`src/rtl/gpio_ports_defs.vh`:
```
`ifndef GPIO_PORTS_DEFS_VH
`define GPIO_PORTS_DEFS_VH

// Register addresses on the special-function register bus.
`define ADDR_PORT2_DATA 16'hff02
`define ADDR_PORT3_DATA 16'hff03
`define ADDR_PORT4_DATA 16'hff04
`define ADDR_PORT2_DIRECTION 16'hff22
`define ADDR_PORT3_DIRECTION 16'hff23
`define ADDR_PORT4_DIRECTION 16'hff24
`define ADDR_PORT2_PULLUP 16'hff32
`define ADDR_PORT3_PULLUP 16'hff33
`define ADDR_PORT4_PULLUP 16'hff34

// Implemented bit masks per port.
`define PORT2_IO_MASK 8'h0f
`define PORT3_IO_MASK 8'h04
`define PORT3_PULLUP_MASK 8'h14
`define PORT3_INPUT_ONLY_BIT 4
`define PORT3_IO_BIT 2
`define PORT2_CLOCK_PIN_BIT 3
`define PORT4_IO_MASK 8'h09

// Reset values.
`define DIRECTION_RESET 8'hff
`define DATA_RESET 8'h00
`define PULLUP_RESET 8'h00

`endif

```
`src/rtl/gpio_pin_bit.v`:
```
`timescale 1ns/1ps
`default_nettype none

// One bidirectional port bit: direction, output latch, pull-up and read mux.
module gpio_pin_bit (
  input wire sys_clk_in,
  input wire rst_n_in,
  input wire usable_in,
  input wire dir_we_in,
  input wire dir_wd_in,
  input wire data_we_in,
  input wire data_wd_in,
  input wire pull_we_in,
  input wire pull_wd_in,
  input wire pin_level_in,
  output reg dir_out,
  output reg latch_out,
  output reg pull_out,
  output reg read_out,
  output reg pin_o_out,
  output reg pin_oe_out,
  output reg pull_en_out
);

  always @(posedge sys_clk_in) begin
    if (!rst_n_in) begin
      dir_out <= 1'b1;
      latch_out <= 1'b0;
      pull_out <= 1'b0;
      read_out <= 1'b0;
      pin_o_out <= 1'b0;
      pin_oe_out <= 1'b0;
      pull_en_out <= 1'b0;
    end else begin
      if (dir_we_in) begin
        dir_out <= dir_wd_in;
      end
      if (data_we_in) begin
        latch_out <= data_wd_in;
      end
      if (pull_we_in) begin
        pull_out <= pull_wd_in;
      end
      read_out <= dir_out ? pin_level_in : latch_out;
      pin_o_out <= latch_out;
      pin_oe_out <= usable_in & ~dir_out;
      pull_en_out <= usable_in & dir_out & pull_out;
    end
  end

endmodule

`default_nettype wire

```
`src/rtl/gpio_ports_two_to_four.v`:
```
`timescale 1ns/1ps
`default_nettype none
`include "gpio_ports_defs.vh"

module gpio_ports_two_to_four (
  input wire sys_clk_in,
  input wire rst_n_in,
  input wire [15:0] sfr_addr_in,
  input wire sfr_wr_in,
  input wire sfr_rd_in,
  input wire [7:0] sfr_wdata_in,
  output reg [7:0] sfr_rdata_out,
  output reg sfr_hit_out,
  input wire clock_is_internal_in,
  input wire option_valid_in,
  input wire bit4_is_input_in,
  input wire [3:0] port2_pin_in,
  output wire [3:0] port2_pin_o_out,
  output wire [3:0] port2_pin_oe_out,
  output wire [3:0] port2_pullup_out,
  input wire port3_bit2_pin_in,
  output wire port3_bit2_pin_o_out,
  output wire port3_bit2_pin_oe_out,
  output wire port3_bit2_pullup_out,
  input wire port3_bit4_pin_in,
  output reg port3_bit4_pullup_out,
  output reg chip_reset_hold_out,
  input wire [1:0] port4_pin_in,
  output wire [1:0] port4_pin_o_out,
  output wire [1:0] port4_pin_oe_out,
  output wire [1:0] port4_pullup_out,
  output reg [1:0] ext_int_pin_out
);

  // ****************************************************************
  // Address decode.
  // ****************************************************************
  wire wr_p2d = sfr_wr_in && (sfr_addr_in == `ADDR_PORT2_DATA);
  wire wr_p3d = sfr_wr_in && (sfr_addr_in == `ADDR_PORT3_DATA);
  wire wr_p4d = sfr_wr_in && (sfr_addr_in == `ADDR_PORT4_DATA);
  wire wr_p2m = sfr_wr_in && (sfr_addr_in == `ADDR_PORT2_DIRECTION);
  wire wr_p3m = sfr_wr_in && (sfr_addr_in == `ADDR_PORT3_DIRECTION);
  wire wr_p4m = sfr_wr_in && (sfr_addr_in == `ADDR_PORT4_DIRECTION);
  wire wr_p2u = sfr_wr_in && (sfr_addr_in == `ADDR_PORT2_PULLUP);
  wire wr_p3u = sfr_wr_in && (sfr_addr_in == `ADDR_PORT3_PULLUP);
  wire wr_p4u = sfr_wr_in && (sfr_addr_in == `ADDR_PORT4_PULLUP);

  // ****************************************************************
  // Seven bidirectional bits: port 2 bits 0-3, port 3 bit 2, port 4 bits 0 and 3.
  // ****************************************************************
  wire [6:0] usable;
  wire [6:0] dir_we;
  wire [6:0] data_we;
  wire [6:0] pull_we;
  wire [6:0] wd_bit;
  wire [6:0] pin_lvl;
  wire [6:0] dir_bit;
  wire [6:0] latch_bit;
  wire [6:0] pull_bit;
  wire [6:0] read_bit;
  wire [6:0] pin_o;
  wire [6:0] pin_oe;
  wire [6:0] pull_en;

  // Port 2 bit 3 is the clock input whenever the external clock is selected.
  assign usable = {3'b111, clock_is_internal_in, 3'b111};
  // Every register write is a whole byte; bit operations come in as merged bytes.
  assign dir_we = {{2{wr_p4m}}, wr_p3m, {4{wr_p2m}}};
  assign data_we = {{2{wr_p4d}}, wr_p3d, {4{wr_p2d}}};
  assign pull_we = {{2{wr_p4u}}, wr_p3u, {4{wr_p2u}}};
  assign wd_bit = {sfr_wdata_in[3], sfr_wdata_in[0], sfr_wdata_in[2], sfr_wdata_in[3:0]};
  assign pin_lvl = {port4_pin_in[1], port4_pin_in[0], port3_bit2_pin_in, port2_pin_in};

  // ****************************************************************
  // Port 2 bits 0 to 3.
  // ****************************************************************
  gpio_pin_bit u_port2_bit0 (
    .sys_clk_in(sys_clk_in),
    .rst_n_in(rst_n_in),
    .usable_in(usable[0]),
    .dir_we_in(dir_we[0]),
    .dir_wd_in(wd_bit[0]),
    .data_we_in(data_we[0]),
    .data_wd_in(wd_bit[0]),
    .pull_we_in(pull_we[0]),
    .pull_wd_in(wd_bit[0]),
    .pin_level_in(pin_lvl[0]),
    .dir_out(dir_bit[0]),
    .latch_out(latch_bit[0]),
    .pull_out(pull_bit[0]),
    .read_out(read_bit[0]),
    .pin_o_out(pin_o[0]),
    .pin_oe_out(pin_oe[0]),
    .pull_en_out(pull_en[0])
  );

  gpio_pin_bit u_port2_bit1 (
    .sys_clk_in(sys_clk_in),
    .rst_n_in(rst_n_in),
    .usable_in(usable[1]),
    .dir_we_in(dir_we[1]),
    .dir_wd_in(wd_bit[1]),
    .data_we_in(data_we[1]),
    .data_wd_in(wd_bit[1]),
    .pull_we_in(pull_we[1]),
    .pull_wd_in(wd_bit[1]),
    .pin_level_in(pin_lvl[1]),
    .dir_out(dir_bit[1]),
    .latch_out(latch_bit[1]),
    .pull_out(pull_bit[1]),
    .read_out(read_bit[1]),
    .pin_o_out(pin_o[1]),
    .pin_oe_out(pin_oe[1]),
    .pull_en_out(pull_en[1])
  );

  gpio_pin_bit u_port2_bit2 (
    .sys_clk_in(sys_clk_in),
    .rst_n_in(rst_n_in),
    .usable_in(usable[2]),
    .dir_we_in(dir_we[2]),
    .dir_wd_in(wd_bit[2]),
    .data_we_in(data_we[2]),
    .data_wd_in(wd_bit[2]),
    .pull_we_in(pull_we[2]),
    .pull_wd_in(wd_bit[2]),
    .pin_level_in(pin_lvl[2]),
    .dir_out(dir_bit[2]),
    .latch_out(latch_bit[2]),
    .pull_out(pull_bit[2]),
    .read_out(read_bit[2]),
    .pin_o_out(pin_o[2]),
    .pin_oe_out(pin_oe[2]),
    .pull_en_out(pull_en[2])
  );

  gpio_pin_bit u_port2_bit3 (
    .sys_clk_in(sys_clk_in),
    .rst_n_in(rst_n_in),
    .usable_in(usable[3]),
    .dir_we_in(dir_we[3]),
    .dir_wd_in(wd_bit[3]),
    .data_we_in(data_we[3]),
    .data_wd_in(wd_bit[3]),
    .pull_we_in(pull_we[3]),
    .pull_wd_in(wd_bit[3]),
    .pin_level_in(pin_lvl[3]),
    .dir_out(dir_bit[3]),
    .latch_out(latch_bit[3]),
    .pull_out(pull_bit[3]),
    .read_out(read_bit[3]),
    .pin_o_out(pin_o[3]),
    .pin_oe_out(pin_oe[3]),
    .pull_en_out(pull_en[3])
  );

  // ****************************************************************
  // Port 3 bit 2.
  // ****************************************************************
  gpio_pin_bit u_port3_bit2 (
    .sys_clk_in(sys_clk_in),
    .rst_n_in(rst_n_in),
    .usable_in(usable[4]),
    .dir_we_in(dir_we[4]),
    .dir_wd_in(wd_bit[4]),
    .data_we_in(data_we[4]),
    .data_wd_in(wd_bit[4]),
    .pull_we_in(pull_we[4]),
    .pull_wd_in(wd_bit[4]),
    .pin_level_in(pin_lvl[4]),
    .dir_out(dir_bit[4]),
    .latch_out(latch_bit[4]),
    .pull_out(pull_bit[4]),
    .read_out(read_bit[4]),
    .pin_o_out(pin_o[4]),
    .pin_oe_out(pin_oe[4]),
    .pull_en_out(pull_en[4])
  );

  // ****************************************************************
  // Port 4 bits 0 and 3.
  // ****************************************************************
  gpio_pin_bit u_port4_bit0 (
    .sys_clk_in(sys_clk_in),
    .rst_n_in(rst_n_in),
    .usable_in(usable[5]),
    .dir_we_in(dir_we[5]),
    .dir_wd_in(wd_bit[5]),
    .data_we_in(data_we[5]),
    .data_wd_in(wd_bit[5]),
    .pull_we_in(pull_we[5]),
    .pull_wd_in(wd_bit[5]),
    .pin_level_in(pin_lvl[5]),
    .dir_out(dir_bit[5]),
    .latch_out(latch_bit[5]),
    .pull_out(pull_bit[5]),
    .read_out(read_bit[5]),
    .pin_o_out(pin_o[5]),
    .pin_oe_out(pin_oe[5]),
    .pull_en_out(pull_en[5])
  );

  gpio_pin_bit u_port4_bit3 (
    .sys_clk_in(sys_clk_in),
    .rst_n_in(rst_n_in),
    .usable_in(usable[6]),
    .dir_we_in(dir_we[6]),
    .dir_wd_in(wd_bit[6]),
    .data_we_in(data_we[6]),
    .data_wd_in(wd_bit[6]),
    .pull_we_in(pull_we[6]),
    .pull_wd_in(wd_bit[6]),
    .pin_level_in(pin_lvl[6]),
    .dir_out(dir_bit[6]),
    .latch_out(latch_bit[6]),
    .pull_out(pull_bit[6]),
    .read_out(read_bit[6]),
    .pin_o_out(pin_o[6]),
    .pin_oe_out(pin_oe[6]),
    .pull_en_out(pull_en[6])
  );

  assign port2_pin_o_out = pin_o[3:0];
  assign port2_pin_oe_out = pin_oe[3:0];
  assign port2_pullup_out = pull_en[3:0];
  assign port3_bit2_pin_o_out = pin_o[4];
  assign port3_bit2_pin_oe_out = pin_oe[4];
  assign port3_bit2_pullup_out = pull_en[4];
  assign port4_pin_o_out = pin_o[6:5];
  assign port4_pin_oe_out = pin_oe[6:5];
  assign port4_pullup_out = pull_en[6:5];

  // ****************************************************************
  // Input-only bit, its pull-up and the shared reset role.
  // ****************************************************************
  reg pull34_q;
  reg in34_q;

  always @(posedge sys_clk_in) begin
    if (!rst_n_in) begin
      pull34_q <= 1'b0;
      port3_bit4_pullup_out <= 1'b0;
    end else begin
      if (wr_p3u) begin
        pull34_q <= sfr_wdata_in[`PORT3_INPUT_ONLY_BIT];
      end
      // The reset pull-up stays on until the option says the pin is a plain input.
      port3_bit4_pullup_out <= (option_valid_in && bit4_is_input_in) ? pull34_q : 1'b1;
    end
  end

  always @(posedge sys_clk_in) begin
    if (!rst_n_in) begin
      in34_q <= 1'b0;
      chip_reset_hold_out <= 1'b1;
    end else begin
      in34_q <= port3_bit4_pin_in;
      // Until the option is read, or when the pin stays a reset pin, low holds reset.
      chip_reset_hold_out <= (!option_valid_in || !bit4_is_input_in) && !port3_bit4_pin_in;
    end
  end

  always @(posedge sys_clk_in) begin
    if (!rst_n_in) begin
      ext_int_pin_out <= 2'b00;
    end else begin
      // Interrupt sense sees the pad level, also the one this port drives.
      ext_int_pin_out[0] <= pin_oe[1] ? pin_o[1] : port2_pin_in[1];
      ext_int_pin_out[1] <= pin_oe[4] ? pin_o[4] : port3_bit2_pin_in;
    end
  end

  // ****************************************************************
  // Read words with the fixed bits of each register filled in.
  // ****************************************************************
  wire [7:0] port2_data_word;
  wire [7:0] port3_data_word;
  wire [7:0] port4_data_word;
  wire [7:0] port2_dir_word;
  wire [7:0] port3_dir_word;
  wire [7:0] port4_dir_word;
  wire [7:0] port2_pull_word;
  wire [7:0] port3_pull_word;
  wire [7:0] port4_pull_word;

  assign port2_data_word = {4'h0, read_bit[3:0]};
  assign port3_data_word = {3'b000, in34_q, 1'b0, read_bit[4], 2'b00};
  assign port4_data_word = {4'h0, read_bit[6], 2'b00, read_bit[5]};
  assign port2_dir_word = {4'hf, dir_bit[3:0]};
  assign port3_dir_word = {5'h1f, dir_bit[4], 2'b11};
  assign port4_dir_word = {4'hf, dir_bit[6], 2'b11, dir_bit[5]};
  assign port2_pull_word = {4'h0, pull_bit[3:0]};
  assign port3_pull_word = {3'b000, pull34_q, 1'b0, pull_bit[4], 2'b00};
  assign port4_pull_word = {4'h0, pull_bit[6], 2'b00, pull_bit[5]};

  // ****************************************************************
  // Read data, one cycle after the read strobe.
  // ****************************************************************
  reg [7:0] rdata_d;
  reg hit_d;

  always @* begin
    rdata_d = 8'h00;
    hit_d = 1'b1;
    case (sfr_addr_in)
      `ADDR_PORT2_DATA: rdata_d = port2_data_word;
      `ADDR_PORT3_DATA: rdata_d = port3_data_word;
      `ADDR_PORT4_DATA: rdata_d = port4_data_word;
      `ADDR_PORT2_DIRECTION: rdata_d = port2_dir_word;
      `ADDR_PORT3_DIRECTION: rdata_d = port3_dir_word;
      `ADDR_PORT4_DIRECTION: rdata_d = port4_dir_word;
      `ADDR_PORT2_PULLUP: rdata_d = port2_pull_word;
      `ADDR_PORT3_PULLUP: rdata_d = port3_pull_word;
      `ADDR_PORT4_PULLUP: rdata_d = port4_pull_word;
      default: hit_d = 1'b0;
    endcase
  end

  always @(posedge sys_clk_in) begin
    if (!rst_n_in) begin
      sfr_rdata_out <= 8'h00;
      sfr_hit_out <= 1'b0;
    end else begin
      sfr_rdata_out <= sfr_rd_in ? rdata_d : 8'h00;
      sfr_hit_out <= (sfr_rd_in || sfr_wr_in) && hit_d;
    end
  end

endmodule

`default_nettype wire

```
`config.mk`:
```
export PLATFORM = sky130hd
export DESIGN_NAME = gpio_ports_two_to_four
export DESIGN_NICKNAME = d
export VERILOG_FILES = /design/src/rtl/gpio_pin_bit.v /design/src/rtl/gpio_ports_two_to_four.v
export VERILOG_INCLUDE_DIRS = /design/src /design/src/rtl
export SDC_FILE = /design/constraint.sdc
export NUM_CORES = 1
export LEC_CHECK = 0
export BUFFER_PORTS_ARGS = -buffer_cell sky130_fd_sc_hd__buf_4
export CAP_MARGIN = 0
export CORE_MARGIN = 5
export CORE_UTILIZATION = 50
export CTS_CLUSTER_SIZE = 12
export DETAILED_ROUTE_END_ITERATION = 8
export PLACE_DENSITY = 0.75
export SYNTH_ARGS = -nofsm -noshare
export SYNTH_HDL_FRONTEND = slang
export SYNTH_HIERARCHICAL = 1
export SYNTH_SLANG_ARGS = --single-unit
```
`constraint.sdc`:
```
create_clock -name sys_clk_in -period 2.1 [get_ports sys_clk_in]
set_clock_uncertainty 0.2 [all_clocks]
set_input_delay 0 -clock sys_clk_in [delete_from_list [all_inputs] [get_ports sys_clk_in]]
set_output_delay 0 -clock sys_clk_in [all_outputs]
set_load 0.005 [all_outputs]
```
==> out/qor.txt <==
core area -> 4750 um2
Port-buffer cells -> 69
deepest clock path buffer count -> 2
unrepaired setup endpoints after global routing -> false
register area share after synthesis -> 0.506
Area Growth Syn to Fin -> 50.7%
post-DP HPWL -> 4210 um
Avg WL per Cell -> 15.0 um
clock-pin slew on the worst setup and hold paths -> 60 ps
grt ovf -> 0
Req. time, crit path -> 2150 ps
MaxCap Viol Count -> 0
commonest cells in the netlist -> dfxtp_1, mux2i_1, nand2_1
Final setup viols -> 0
Iter 0 DRT Violations -> 120
WL final -> 6700 um
number of antenna violations at the first check in global routing -> 0
Initial Utilization -> 0.516
post-layout util -> 0.778
First-pass DRT Iterations -> 4
Netlist Area Pre-Place -> 2450 um2
XOR/XNOR share of the synthesized area -> 0
setup total negative slack -> 0 ps
top flop regs -> sfr_rdata_out: 6 flops, ext_int_pin_out: 2 flops
CP Class -> primary input to flop
DRC -> 0
async set-reset flop share out of synthesis -> 0
Top Ports -> 73
Avg Cell Area, Syn -> 9.94 um2
CP Data Arrival Time -> 2090 ps
CTS Buf Count -> 9
largest area contributor in the netlist -> dfxtp_1
Tcrit/Tclk final -> 0.974
diode count -> 0
share of layout cells above drive strength 1 -> 0.266
Synth Area in Simple Gates -> 0.272
Hold Path Class -> primary input to flop
share of the synthesized area in the top cell type -> 0.506
dominant cells by area after synthesis -> dfxtp_1, mux2i_1, nor2b_1
row cnt -> 25
H-tree depth -> 3
Routability Congestion -> 0.899
post-synthesis compound-gate area fraction -> 0.0683
Post-synth EDFFs -> 0
Least-Margin Pin Slew -> 533 ps
Final min period -> 2040 ps
Distinct cells, synth -> 42
CTS tree -> done
register with the most flip-flops -> sfr_rdata_out
cell with the most instances after synthesis -> dfxtp_1
fmax -> 489 MHz
Slew HR -> 0.644
prevailing post-synth register cell -> dfxtp_1
first-pass GRT wire length -> 10500 um
crit path max fanout -> 5
leakage power -> 1.55 nW
Synth Register Bits -> 62
status -> finished clean
Vias -> 2262
Via-to-Cell Ratio -> 5.06
R2R Setup Slk -> 60 ps
overall die width -> 80.1 um
Fin. Hold Viols -> 0
nets@finish -> 417
Routed Antenna Nets -> 0
DIE AREA -> 6410 um2
Setup crit start kind -> primary input
Clock Latency Late Sink -> 340 ps
YS warnings -> 6
pwr/cell area -> 621 nW/um2
clk root buf -> clkbuf_8
final hold slack -> 16.9 ps
vias in the first global route -> 2264
Syn Inst Count -> 247
pin count of the biggest net entering global routing -> 46
Die H -> 80.1 um
largest family of logic cells by synthesized area -> simple AND/OR/NAND/NOR gates
Crit. End Element -> flop
max reg flops -> 6
Global Route Usage Sum -> 0.215
# Post-CTS Setup Buffers -> 0
Max VDD drop -> 0.464 mV
Post-Synth Adder-Cell Area -> 0
mux share of post-synthesis cell area -> 0.139
CTS Sinks -> 62
Max Transition Viols Final -> 0
[layout make-up]
type | instances | area (um2)
Tap cell | 67 | 83.8
Clock inverter | 2 | 10.0
Multi-Input combinational cell | 185 | 1220
Sequential cell | 62 | 1240
Clock buffer | 11 | 151
Inverter | 2 | 7.51
Timing Repair Buffer | 118 | 986
Fill cell | 353 | 1060
[kinds of logic after synthesis]
family          count (synthesis)
simple gates                  124
compound gates                 21
other cells                     1
flops                          62
buf+inv                         5
mux                            34
[repair_timing]
item                                    4_1_cts  5_1_grt
hold endpoints to repair                     43        1
gates resized for setup                       0        3
hold buffers                                 39        2
endpoints found under the setup margin        0        2
[report_power, final]
| group | switching, mW | internal [mW] | total (mW) |
|---|---|---|---|
| clock | 0.426 | 0.468 | 0.894 |
| sequential | 0.00424 | 1.19 | 1.19 |
| combinational | 0.0903 | 0.119 | 0.210 |
| total | 0.520 | 1.78 | 2.30 |
[routing by layer]
layer  global-route usage  part of all wire  vias to the layer above
met5                    0                 0                        -
met4                0.113             0.017                        0
met3               0.0504             0.075                       10
met2                0.366              0.49                       87
met1                0.250              0.42                     1045
li1                     -                 -                     1120
[path summary, 6_finish.rpt]
check | startpoint | to | depth (start not counted)
setup / recovery | sfr_addr_in[3] | sfr_rdata_out[2]$_SDFF_PN0_ | 5
hold / removal | sfr_addr_in[6] | sfr_rdata_out[2]$_SDFF_PN0_ | 5
setup reg to reg | u_port3_bit2/pull_out$_SDFFE_PN0P_ | sfr_rdata_out[2]$_SDFF_PN0_ | 4
hold reg to reg | u_port2_bit3/pull_out$_SDFFE_PN0P_ | u_port2_bit3/pull_en_out$_SDFF_PN0_ | 2
[cells in the final DEF, fill, tap and decap left out, drive strengths merged, types with 2 or more instances in the layout]
| cell | n |
|---|---|
| mux2i | 33 |
| a21oi | 4 |
| inv | 2 |
| nand3 | 4 |
| and4 | 3 |
| conb | 6 |
| nor4 | 3 |
| a22oi | 2 |
| dlygate4sd3 | 40 |
| nor2 | 31 |
| and4bb | 2 |
| clkinv | 2 |
| and2 | 8 |
| nand4 | 3 |
| or2 | 2 |
| o2111a | 2 |
| dfxtp | 62 |
| nand2 | 32 |
| buf | 78 |
| clkbuf | 11 |
| o22ai | 4 |
| nor4b | 3 |
| nand2b | 2 |
| nor2b | 23 |
[metrics by stage]
stage,worst slack [ps],instance area [um2],cells,power [mW]
after detailed placement,412,3120,394,1.37
after global routing,4.47,3700,447,2.39
after global placement,419,3120,394,1.37
after floorplan,460,2470,252,1.27
final,55.4,3700,447,2.30
after CTS,22.1,3670,446,2.30
[worst max-delay path, stage by stage]
cell and delay, ps:
buf_4 130, dlygate4sd3_1 590, or4b_1 530, dlygate4sd3_1 600
a311oi_2 240
Power figures use the tool's default switching activity.
